`config.mk`:
```
export PLATFORM = sky130hd
export DESIGN_NAME = sscc_clock_ctrl
export DESIGN_NICKNAME = d
export VERILOG_FILES = /design/src/shared/sscc_pkg.sv /design/src/core/sscc_clock_ctrl.sv
export VERILOG_INCLUDE_DIRS = /design/src /design/src/shared
export SDC_FILE = /design/constraint.sdc
export NUM_CORES = 1
export LEC_CHECK = 0
export BUFFER_PORTS_ARGS = -buffer_cell sky130_fd_sc_hd__clkbuf_2
export CORE_MARGIN = 2
export CORE_UTILIZATION = 44
export CTS_CLUSTER_SIZE = 24
export DETAILED_ROUTE_END_ITERATION = 7
export MAX_ROUTING_LAYER = met4
export PLACE_DENSITY_LB_ADDON = 0.2
export SYNTH_ARGS = -nofsm -noshare
export SYNTH_HDL_FRONTEND = slang
export SYNTH_SLANG_ARGS = --single-unit
```
`constraint.sdc`:
```
create_clock -name clk_sys -period 1.4 [get_ports clk_sys]
set_input_delay 0.21 -clock clk_sys [delete_from_list [all_inputs] [get_ports clk_sys]]
set_output_delay 0.21 -clock clk_sys [all_outputs]
set_load 0.05 [all_outputs]
```
`src/shared/sscc_map.svh`:
```
// Register offsets, field positions and reset values of the clock control
`ifndef SSCC_MAP_SVH
`define SSCC_MAP_SVH
`define SSCC_OFF_IOM 4'h0
`define SSCC_OFF_PCC 4'h4
`define SSCC_OFF_OSC 4'h8
`define SSCC_OFF_MCM 4'hc
`define SSCC_IOM_STABLE 7
`define SSCC_IOM_HSSTOP 0
`define SSCC_IOM_LSSTOP 1
`define SSCC_PCC_SUBSTART 6
`define SSCC_PCC_CSS 4
`define SSCC_PCC_CLS 5
`define SSCC_PCC_MCS 3
`define SSCC_OSC_EXTMAIN 7
`define SSCC_OSC_SUBEXT 5
`define SSCC_OSC_SUBEN 4
`define SSCC_MCM_EXTERNAL_MAIN_SELECT 2
`define SSCC_MCM_MODE 0
`define SSCC_PCC_RST 3'h1
`define SSCC_SWITCH_NS 160
`define SSCC_CLK_NS 40
`define SSCC_SWITCH_CYC ((`SSCC_SWITCH_NS + `SSCC_CLK_NS - 1) / `SSCC_CLK_NS)
`define SSCC_STABLE_NS 400
`define SSCC_STABLE_CYC ((`SSCC_STABLE_NS + `SSCC_CLK_NS - 1) / `SSCC_CLK_NS)
`endif

```
`src/shared/sscc_pkg.sv`:
```
// Types of the subsystem and oscillator clock control
package sscc_pkg;
   typedef enum logic [1:0] {SsccPort, SsccXtal, SsccExtIn} sscc_pin_mode_t;
   typedef enum logic [1:0] {SsccCpuHs, SsccCpuMain, SsccCpuSub} sscc_cpu_src_t;
   typedef struct packed {
      logic hsStop;
      logic lsStop;
      logic subStart;
      logic cpuSel;
      logic [2:0] cpuDiv;
      logic extMain;
      logic subExt;
      logic subEn;
      logic extSel;
      logic mainMode;
      logic [3:0] stableCnt;
      logic hsStable;
      logic [2:0] switchCnt;
      sscc_cpu_src_t cpuStat;
      logic ack;
      logic [7:0] rdData;
      logic [1:0] subPinSync1;
      logic [1:0] subPinSync2;
      logic [1:0] subPinIn;
      logic hsRun;
      logic lsRun;
      sscc_pin_mode_t pinMode;
      logic [2:0] cpuClkSel;
      logic periMain;
      logic cpuDivOk;
      logic lsStoppable;
      logic strapTaken;
   } sscc_state_t;
endpackage

```
`src/core/sscc_clock_ctrl.sv`:
```
// Subsystem and internal oscillator clock control with Wishbone registers
// Notes on behaviour
// - High-speed stop bit halts internal oscillator
// - Two status bits report CPU clock
// - Subsystem pins are inputs unless enabled or started
// - Crystal mode by start bit or enable
// - External select plus enable gives clock input, unless the start bit forces crystal mode
// - CPU select runs undivided subsystem clock
// - Clearing subsystem enable and start bit stops subsystem clock
// - STOP mode keeps subsystem oscillation running
// - Low-speed clock never feeds the CPU
// - Low-speed oscillator runs from reset, already during reset
// - Low-speed stop bit halts and restarts
// - Unstoppable option ignores low-speed stop bit
// - Main select and mode route clocks
// - Main mode bit positions fixed
// - Internal oscillator register bit positions fixed
// - Subsystem select bits at five, four
// - Start bit six, CPU select four
`timescale 1ns/1ns
`include "sscc_map.svh"
module sscc_clock_ctrl (
   input wire logic clk_sys,
   input wire logic rstn,
   input wire logic clkEn,
   input wire logic lsStoppableStrap,
   input wire logic stopMode,
   input wire logic [1:0] subPinRaw,
   input wire logic wb_cyc_i,
   input wire logic wb_stb_i,
   input wire logic wb_we_i,
   input wire logic [3:0] wb_adr_i,
   input wire logic [3:0] wb_sel_i,
   input wire logic [31:0] wb_dat_i,
   output logic [31:0] wb_dat_o,
   output logic wb_ack_o,
   output logic hsOscRun,
   output logic lsOscRun,
   output sscc_pkg::sscc_pin_mode_t subPinMode,
   output logic [1:0] portPinIn,
   output logic [2:0] cpuClkSel,
   output logic periMainClk,
   output logic cpuDivOk
);
   sscc_pkg::sscc_state_t s_q, s_d;

   function automatic logic [7:0] sscc_read(input sscc_pkg::sscc_state_t s,
                                            input logic [3:0] a);
      logic [7:0] r;
      r = 8'h00;
      unique case (a)
         `SSCC_OFF_IOM: begin
            r[`SSCC_IOM_STABLE] = s.hsStable;
            r[`SSCC_IOM_HSSTOP] = s.hsStop;
            r[`SSCC_IOM_LSSTOP] = s.lsStop;
         end
         `SSCC_OFF_PCC: begin
            r[`SSCC_PCC_SUBSTART] = s.subStart;
            r[`SSCC_PCC_CLS] = (s.cpuStat == sscc_pkg::SsccCpuSub);
            r[`SSCC_PCC_CSS] = s.cpuSel;
            r[`SSCC_PCC_MCS] = (s.cpuStat == sscc_pkg::SsccCpuMain);
            r[2:0] = s.cpuDiv;
         end
         `SSCC_OFF_OSC: begin
            r[`SSCC_OSC_EXTMAIN] = s.extMain;
            r[`SSCC_OSC_SUBEXT] = s.subExt;
            r[`SSCC_OSC_SUBEN] = s.subEn;
         end
         `SSCC_OFF_MCM: begin
            r[`SSCC_MCM_EXTERNAL_MAIN_SELECT] = s.extSel;
            r[`SSCC_MCM_MODE] = s.mainMode;
         end
         default: r = 8'h00;
      endcase
      return r;
   endfunction

   logic busReq;
   logic wrLo;
   sscc_pkg::sscc_cpu_src_t wantSrc;
   sscc_pkg::sscc_pin_mode_t nextMode;
   assign busReq = wb_cyc_i && wb_stb_i && !s_q.ack;
   assign wrLo = busReq && wb_we_i && wb_sel_i[0];

   always_comb begin
      s_d = s_q;
      // Pin inputs pass two flip-flops before anything reads them
      s_d.subPinSync1 = subPinRaw;
      s_d.subPinSync2 = s_q.subPinSync1;
      // Strap caught once after reset release, never in the reset branch
      if (!s_q.strapTaken) begin
         s_d.lsStoppable = lsStoppableStrap;
         s_d.strapTaken = 1'b1;
      end
      s_d.ack = busReq;
      s_d.rdData = sscc_read(s_q, wb_adr_i);
      if (wrLo) begin
         unique case (wb_adr_i)
            `SSCC_OFF_IOM: begin
               s_d.hsStop = wb_dat_i[`SSCC_IOM_HSSTOP];
               s_d.lsStop = wb_dat_i[`SSCC_IOM_LSSTOP];
            end
            `SSCC_OFF_PCC: begin
               s_d.subStart = wb_dat_i[`SSCC_PCC_SUBSTART];
               s_d.cpuSel = wb_dat_i[`SSCC_PCC_CSS];
               s_d.cpuDiv = wb_dat_i[2:0];
            end
            `SSCC_OFF_OSC: begin
               s_d.extMain = wb_dat_i[`SSCC_OSC_EXTMAIN];
               s_d.subExt = wb_dat_i[`SSCC_OSC_SUBEXT];
               s_d.subEn = wb_dat_i[`SSCC_OSC_SUBEN];
            end
            `SSCC_OFF_MCM: begin
               s_d.extSel = wb_dat_i[`SSCC_MCM_EXTERNAL_MAIN_SELECT];
               s_d.mainMode = wb_dat_i[`SSCC_MCM_MODE];
            end
            default: s_d.hsStop = s_q.hsStop;
         endcase
      end
      // High-speed oscillator; stable flag after a settle count
      s_d.hsRun = !s_q.hsStop && !stopMode;
      if (!s_q.hsRun) begin
         s_d.stableCnt = 4'h0;
         s_d.hsStable = 1'b0;
      end else if (s_q.stableCnt != 4'(`SSCC_STABLE_CYC)) begin
         s_d.stableCnt = s_q.stableCnt + 4'h1;
      end else begin
         s_d.hsStable = 1'b1;
      end
      // Low-speed oscillator runs from reset; stop only if strapped so
      s_d.lsRun = !(s_q.lsStop && s_q.lsStoppable);
      // Subsystem pin mode; STOP mode has no say here
      if (s_q.subStart)
         nextMode = sscc_pkg::SsccXtal;
      else if (s_q.subEn && !s_q.subExt)
         nextMode = sscc_pkg::SsccXtal;
      else if (s_q.subEn && s_q.subExt)
         nextMode = sscc_pkg::SsccExtIn;
      else
         nextMode = sscc_pkg::SsccPort;
      s_d.pinMode = nextMode;
      // Port inputs read zero on pins taken by the oscillator
      s_d.subPinIn[0] = (s_q.pinMode == sscc_pkg::SsccXtal) ? 1'b0 :
                        s_q.subPinSync2[0];
      s_d.subPinIn[1] = (s_q.pinMode == sscc_pkg::SsccPort) ?
                        s_q.subPinSync2[1] : 1'b0;
      // CPU source request; low-speed clock is never a candidate
      if (s_q.cpuSel)
         wantSrc = sscc_pkg::SsccCpuSub;
      else if (s_q.extSel && s_q.mainMode)
         wantSrc = sscc_pkg::SsccCpuMain;
      else
         wantSrc = sscc_pkg::SsccCpuHs;
      // Status moves only after the switch delay elapses
      if (wantSrc == s_q.cpuStat) begin
         s_d.switchCnt = 3'h0;
      end else if (s_q.switchCnt != 3'(`SSCC_SWITCH_CYC - 1)) begin
         s_d.switchCnt = s_q.switchCnt + 3'h1;
      end else begin
         s_d.switchCnt = 3'h0;
         s_d.cpuStat = wantSrc;
      end
      // Subsystem path ignores the divider; only 0..4 are legal codes
      s_d.cpuClkSel = (s_q.cpuStat == sscc_pkg::SsccCpuSub) ? 3'h0 :
                      s_q.cpuDiv;
      s_d.cpuDivOk = (s_q.cpuDiv <= 3'h4);
      s_d.periMain = s_q.extSel;
   end

   always_ff @(posedge clk_sys or negedge rstn) begin
      if (!rstn) begin
         s_q <= '0;
         s_q.cpuDiv <= `SSCC_PCC_RST;
         s_q.lsRun <= 1'b1;
         s_q.hsRun <= 1'b1;
         s_q.cpuStat <= sscc_pkg::SsccCpuHs;
         s_q.pinMode <= sscc_pkg::SsccPort;
         s_q.cpuClkSel <= `SSCC_PCC_RST;
         s_q.cpuDivOk <= 1'b1;
      end else if (clkEn) begin
         s_q <= s_d;
      end
   end

   assign wb_dat_o = {24'h000000, s_q.rdData};
   assign wb_ack_o = s_q.ack;
   assign hsOscRun = s_q.hsRun;
   assign lsOscRun = s_q.lsRun;
   assign subPinMode = s_q.pinMode;
   assign portPinIn = s_q.subPinIn;
   assign cpuClkSel = s_q.cpuClkSel;
   assign periMainClk = s_q.periMain;
   assign cpuDivOk = s_q.cpuDivOk;

   hs_stop_a: assert property (@(posedge clk_sys) disable iff (!rstn)
      clkEn && s_q.hsStop |=> !hsOscRun)
      else $error("hs oscillator ran while stopped");
   sub_status_a: assert property (@(posedge clk_sys) disable iff (!rstn)
      clkEn && s_q.cpuSel && s_q.cpuStat != sscc_pkg::SsccCpuSub &&
      s_q.switchCnt == 3'(`SSCC_SWITCH_CYC - 1) |=> !clkEn ||
      s_q.cpuStat == sscc_pkg::SsccCpuSub)
      else $error("subsystem status not reached");
   port_mode_a: assert property (@(posedge clk_sys) disable iff (!rstn)
      clkEn && !s_q.subEn && !s_q.subStart |=> !clkEn ||
      subPinMode == sscc_pkg::SsccPort)
      else $error("pins not in port mode");
   xtal_mode_a: assert property (@(posedge clk_sys) disable iff (!rstn)
      clkEn && (s_q.subStart || (s_q.subEn && !s_q.subExt)) |=>
      !clkEn || subPinMode == sscc_pkg::SsccXtal)
      else $error("crystal mode not entered");
   ext_mode_a: assert property (@(posedge clk_sys) disable iff (!rstn)
      clkEn && !s_q.subStart && s_q.subEn && s_q.subExt |=>
      !clkEn || subPinMode == sscc_pkg::SsccExtIn)
      else $error("external input mode not entered");
   sub_undiv_a: assert property (@(posedge clk_sys) disable iff (!rstn)
      clkEn && s_q.cpuStat == sscc_pkg::SsccCpuSub |=>
      !clkEn || cpuClkSel == 3'h0)
      else $error("subsystem clock divided");
   ls_option_a: assert property (@(posedge clk_sys) disable iff (!rstn)
      clkEn && !s_q.lsStoppable |=> !clkEn || lsOscRun)
      else $error("unstoppable low-speed clock halted");
   ls_stop_a: assert property (@(posedge clk_sys) disable iff (!rstn)
      clkEn && s_q.lsStop && s_q.lsStoppable |=> !clkEn || !lsOscRun)
      else $error("low-speed clock not halted");
   stop_keep_a: assert property (@(posedge clk_sys) disable iff (!rstn)
      clkEn && stopMode && s_q.subEn && !s_q.subExt |=>
      !clkEn || subPinMode == sscc_pkg::SsccXtal)
      else $error("stop mode halted subsystem clock");
   // Status must hold until the switch counter has run out
   switch_wait_a: assert property (@(posedge clk_sys) disable iff (!rstn)
      s_q.switchCnt != 3'(`SSCC_SWITCH_CYC - 1) |=>
      $stable(s_q.cpuStat))
      else $error("switch timing broken");

   cpu_sub_c: cover property (@(posedge clk_sys) disable iff (!rstn)
      s_q.cpuStat == sscc_pkg::SsccCpuSub);
   ext_in_c: cover property (@(posedge clk_sys) disable iff (!rstn)
      subPinMode == sscc_pkg::SsccExtIn);
   hs_off_c: cover property (@(posedge clk_sys) disable iff (!rstn)
      !hsOscRun);
endmodule

```
==> flow_metrics.env <==
export IMPL_hold_violations=0
export IMPL_grt_total_usage_pct=17.2
export IMPL_firstDrtPassIters=4
export IMPL_clock_skew_ns=0.00423
export IMPL_number_of_diodes=0
export IMPL_max_slew_worst_pin_slew_ns=0.613
export IMPL_clock_tree_root_cell="sky130_fd_sc_hd__clkbuf_8"
export IMPL_grt_setup_unrepaired="true"
export IMPL_cts_max_path_buffers=2
export IMPL_gpl_final_weighted_congestion=0.917
export IMPL_slew_headroom_pct=58.6
export IMPL_synth_top_cell_area_share_pct=43.3
export IMPL_timing_hold_worst_path_depth=3
export IMPL_layout_drive_gt1_share_pct=39.4
export IMPL_synth_area_leaders="sky130_fd_sc_hd__dfrtp_1, sky130_fd_sc_hd__buf_4, sky130_fd_sc_hd__mux2_2, sky130_fd_sc_hd__dfstp_2, sky130_fd_sc_hd__o2bb2ai_1"
export IMPL_drv_max_cap_violation_count=0
export IMPL_finalSetupViolCount=12
export IMPL_worst_path_max_delay_cell="sky130_fd_sc_hd__dfrtp_2"
export IMPL_synthMuxAreaShare_pct=9.02
export IMPL_yosysUniqueCellTypes=45
export IMPL_netlist_instances=223
export IMPL_cp_startpoint="wb_ack_o"
export IMPL_period_share_pct=111
export IMPL_multi_input_area_mm2=0.00106
export IMPL_yosys_warnings=0
export IMPL_floorplan_core_area_mm2=0.00547
export IMPL_worst_skew_pair_late_latency_ns=0.30
export IMPL_outcome="finished, violations left"
export IMPL_critPathCaptureType="flip-flop"
export IMPL_critical_path_n_buffers_inverters=2
export IMPL_crit_fanout=5
export IMPL_drt_initial_drc_count=101
export IMPL_number_of_antenna_violations_at_the_first_check_in_global_routing=0
export IMPL_vdd_ir_drop_max_mv=0.602
export IMPL_synth_area_leader_cell="sky130_fd_sc_hd__dfrtp_1"
export IMPL_num_rows=27
export IMPL_critPathArrivalTime_ns=1.76
export IMPL_worst_path_dominant_cell_family="simple AND/OR/NAND/NOR gates"
export IMPL_synthesized_area_fraction_occupied_by_ao_oa_aoi_and_oai_cells_pct=11.1
export IMPL_report_final_slew_viol_count=0
export IMPL_finalWorstPathRequiredPeriod_ns=1.56
export IMPL_drc_violations_left=0
export IMPL_failed_checks="negative setup slack"
export IMPL_critical_path_max_stage_delay_ns=0.41
export IMPL_totalNegativeSetupSlack_ns=-1.26
export IMPL_syn_area_per_cell_um2=11.1
export IMPL_share_of_synthesized_area_occupied_by_flip_flops_and_latches_pct=48.6
export IMPL_htree_num_levels=2
export IMPL_path_cells="nand4b_4 > buf_4 > buf_6 > nor3_4 > mux2_2"
export IMPL_yosys_area_share_xor_xnor_pct=0
export IMPL_fin_ws_ns=-0.158
export IMPL_detail_route_antenna_nets=0
export IMPL_place_area_mm2=0.00276
export IMPL_nets=331
export IMPL_start_util_pct=45.4
export IMPL_setup_reg_to_reg_worst_slack_ns=-0.16
export IMPL_cts_made_buffers=5
export IMPL_largest_net_degree_at_the_start_of_global_routing=49
export IMPL_vias=1693
export IMPL_cp_required_ns=1.60
export IMPL_cts_clk_slew_worst_paths_ns=0.09
export IMPL_avgRoutedWirePerCell_um=13.7
export IMPL_grt_ovfl_total=0
export IMPL_die_area_mm2=0.00626
export IMPL_synthArstFlopShare_pct=100
export IMPL_layout_filler_cells=511
export IMPL_max_freq_ghz=0.642
export IMPL_post_synth_most_frequent_cells="sky130_fd_sc_hd__dfrtp_1, sky130_fd_sc_hd__buf_4, sky130_fd_sc_hd__mux2_2"
export IMPL_register_area_mm2=0.00121
export IMPL_min_from="lsStoppableStrap"
export IMPL_detail_route_vias_per_cell=4.82
export IMPL_clock_sinks=48
export IMPL_worst_hold_path_type="input pin to flip-flop"
export IMPL_num_io_pins=94
export IMPL_regToRegStartpoint="wb_ack_o"
export IMPL_synth_simple_area_share_pct=15.4
export IMPL_post_synthesis_share_of_cell_area_spent_on_full_adders_half_adders_and_majority_gates_pct=1.51
export IMPL_drt_total_wl_um=4800
export IMPL_worstRegToRegCells=5
export IMPL_die_h_um=79.1
export IMPL_first_pass_grt_wire_length_um=8060
export IMPL_pwr_density_cell_mw_per_mm2=1060
export IMPL_startpoint_type="flip-flop"
export IMPL_path_class="flip-flop to flip-flop"
export IMPL_area_growth_pct=18.7
export IMPL_dp_hpwl_um=3510
export IMPL_synthMostInstantiatedCell="sky130_fd_sc_hd__dfrtp_1"
export IMPL_place_port_buffers=41
export IMPL_synth_edff_count=0
export IMPL_synth_top_family_by_area="simple AND/OR/NAND/NOR gates"
export IMPL_dominantRegCellSynth="sky130_fd_sc_hd__dfrtp_1"
export IMPL_terminating_pin_of_the_worst_hold_path="s_q[1]"
export IMPL_final_design_area_no_fill_mm2=0.00295
export IMPL_grt_pass1_vias=1561
export IMPL_die_w_um=79.1
export IMPL_power_leakage_uw=0.00144
export IMPL_clock_tree_from_tritoncts="built"
export IMPL_reg2reg_to="s_q[46]"
export IMPL_netlist_area_mm2=0.00248
export IMPL_synth_ff_latch_count=48
repair_timing:
action | CTS | global route
gates cloned | 0 | 0
setup endpoints to repair | 12 | 18
hold endpoints to repair | 43 | 0
gates resized for setup | 10 | 5
setup buffers | 2 | 1
hold buffers | 1 | 0
cell usage in the layout (no fill, tap or decap), types with 2 or more instances in the layout:
| master | count |
|---|---|
| sky130_fd_sc_hd__o2bb2ai_1 | 8 |
| sky130_fd_sc_hd__conb_1 | 24 |
| sky130_fd_sc_hd__nand4_1 | 2 |
| sky130_fd_sc_hd__nand3b_1 | 5 |
| sky130_fd_sc_hd__a21oi_1 | 4 |
| sky130_fd_sc_hd__dfrtp_1 | 42 |
| sky130_fd_sc_hd__a221oi_1 | 4 |
| sky130_fd_sc_hd__o211ai_1 | 2 |
| sky130_fd_sc_hd__o31ai_1 | 2 |
| sky130_fd_sc_hd__nand3_1 | 5 |
| sky130_fd_sc_hd__dfstp_2 | 5 |
| sky130_fd_sc_hd__nand4b_1 | 2 |
| sky130_fd_sc_hd__mux2_2 | 10 |
| sky130_fd_sc_hd__o21ai_0 | 10 |
| sky130_fd_sc_hd__inv_1 | 8 |
| sky130_fd_sc_hd__or2_2 | 2 |
| sky130_fd_sc_hd__nand2b_1 | 4 |
| sky130_fd_sc_hd__ha_1 | 3 |
| sky130_fd_sc_hd__buf_4 | 27 |
| sky130_fd_sc_hd__clkbuf_2 | 39 |
| sky130_fd_sc_hd__nor2b_1 | 4 |
| sky130_fd_sc_hd__a31oi_1 | 2 |
| sky130_fd_sc_hd__mux2_4 | 9 |
| sky130_fd_sc_hd__nor2_1 | 12 |
| sky130_fd_sc_hd__nor4_4 | 2 |
| sky130_fd_sc_hd__clkbuf_8 | 5 |
| sky130_fd_sc_hd__nand2_1 | 10 |
cells by family after synthesis:
logic type               Yosys count
other                              1
adder cells (fa/ha/maj)            3
flip-flops                        48
multiplexers                      20
AND/OR/NAND/NOR                   58
AO/OA/AOI/OAI                     39
buffers and inverters             54
cell type report:
type	count	share of cell area, %
Inverter	9	1.15
Tap cell	72	3.06
Clock inverter	3	1.44
Clock buffer	5	2.34
Sequential cell	48	41.0
Timing Repair Buffer	70	15.2
Multi-Input combinational cell	144	35.8
stage by stage:
step / power, uW / hold slack [ns] / std cells / worst slack [ns] / util [%]
finish: 3130 / 0.125 / 351 / -0.158 / 53.8
global route: 3290 / 0.122 / 351 / -0.233 / 53.8
CTS: 3170 / 0.119 / 350 / -0.163 / 53.6
detailed placement: 2150 / 0.224 / 339 / -0.241 / 50.4
global placement: 2150 / 0.218 / 339 / -0.227 / 50.4
floorplan: 2040 / -0.0856 / 246 / -0.198 / -
how the worst max path moves through the flow:
stage / cells past startpoint / slack [ns] / end
3_5_place_dp: 5 / -0.24 / s_q[45]
5_1_grt: 4 / -0.23 / s_q[45]
2_1_floorplan: 3 / -0.20 / s_q[42]
3_3_place_gp: 5 / -0.23 / s_q[43]
6_report: 5 / -0.16 / s_q[46]
4_1_cts: 5 / -0.16 / s_q[46]
report_power, final:
part	switching, uW	leakage (uW)	internal (uW)	total (uW)
Sequential	52.8	0.000620	1470	1520
Combinational	438	0.000761	184	622
Clock	461	0.0000541	528	989
Total	952	0.00144	2180	3130
worst min-delay path, cell delays in order:
cell and delay, ns:
sky130_fd_sc_hd__clkbuf_2 0.08, sky130_fd_sc_hd__nand3b_1 0.07, sky130_fd_sc_hd__nand2_1 0.04
flip-flops by register name, summed over array words and instances, names as in the netlist:
name	count
s_q	25
lsOscRun	1
cpuClkSel	3
portPinIn	2
periMainClk	1
s_d	3
wb_ack_o	1
wb_dat_o	8
subPinMode	2
cpuDivOk	1
hsOscRun	1
per-layer routing:
metal  vias to the layer above  global-route usage (%)  part of all wire, %
li1                        842                       -                    -
met1                       796                    24.5                   49
met2                        49                    24.6                   44
met3                         6                    4.09                  5.5
met4                         0                    5.17                  1.2
met5                         -                       -                    0
Note: power is estimated with default switching activity, not from simulation.
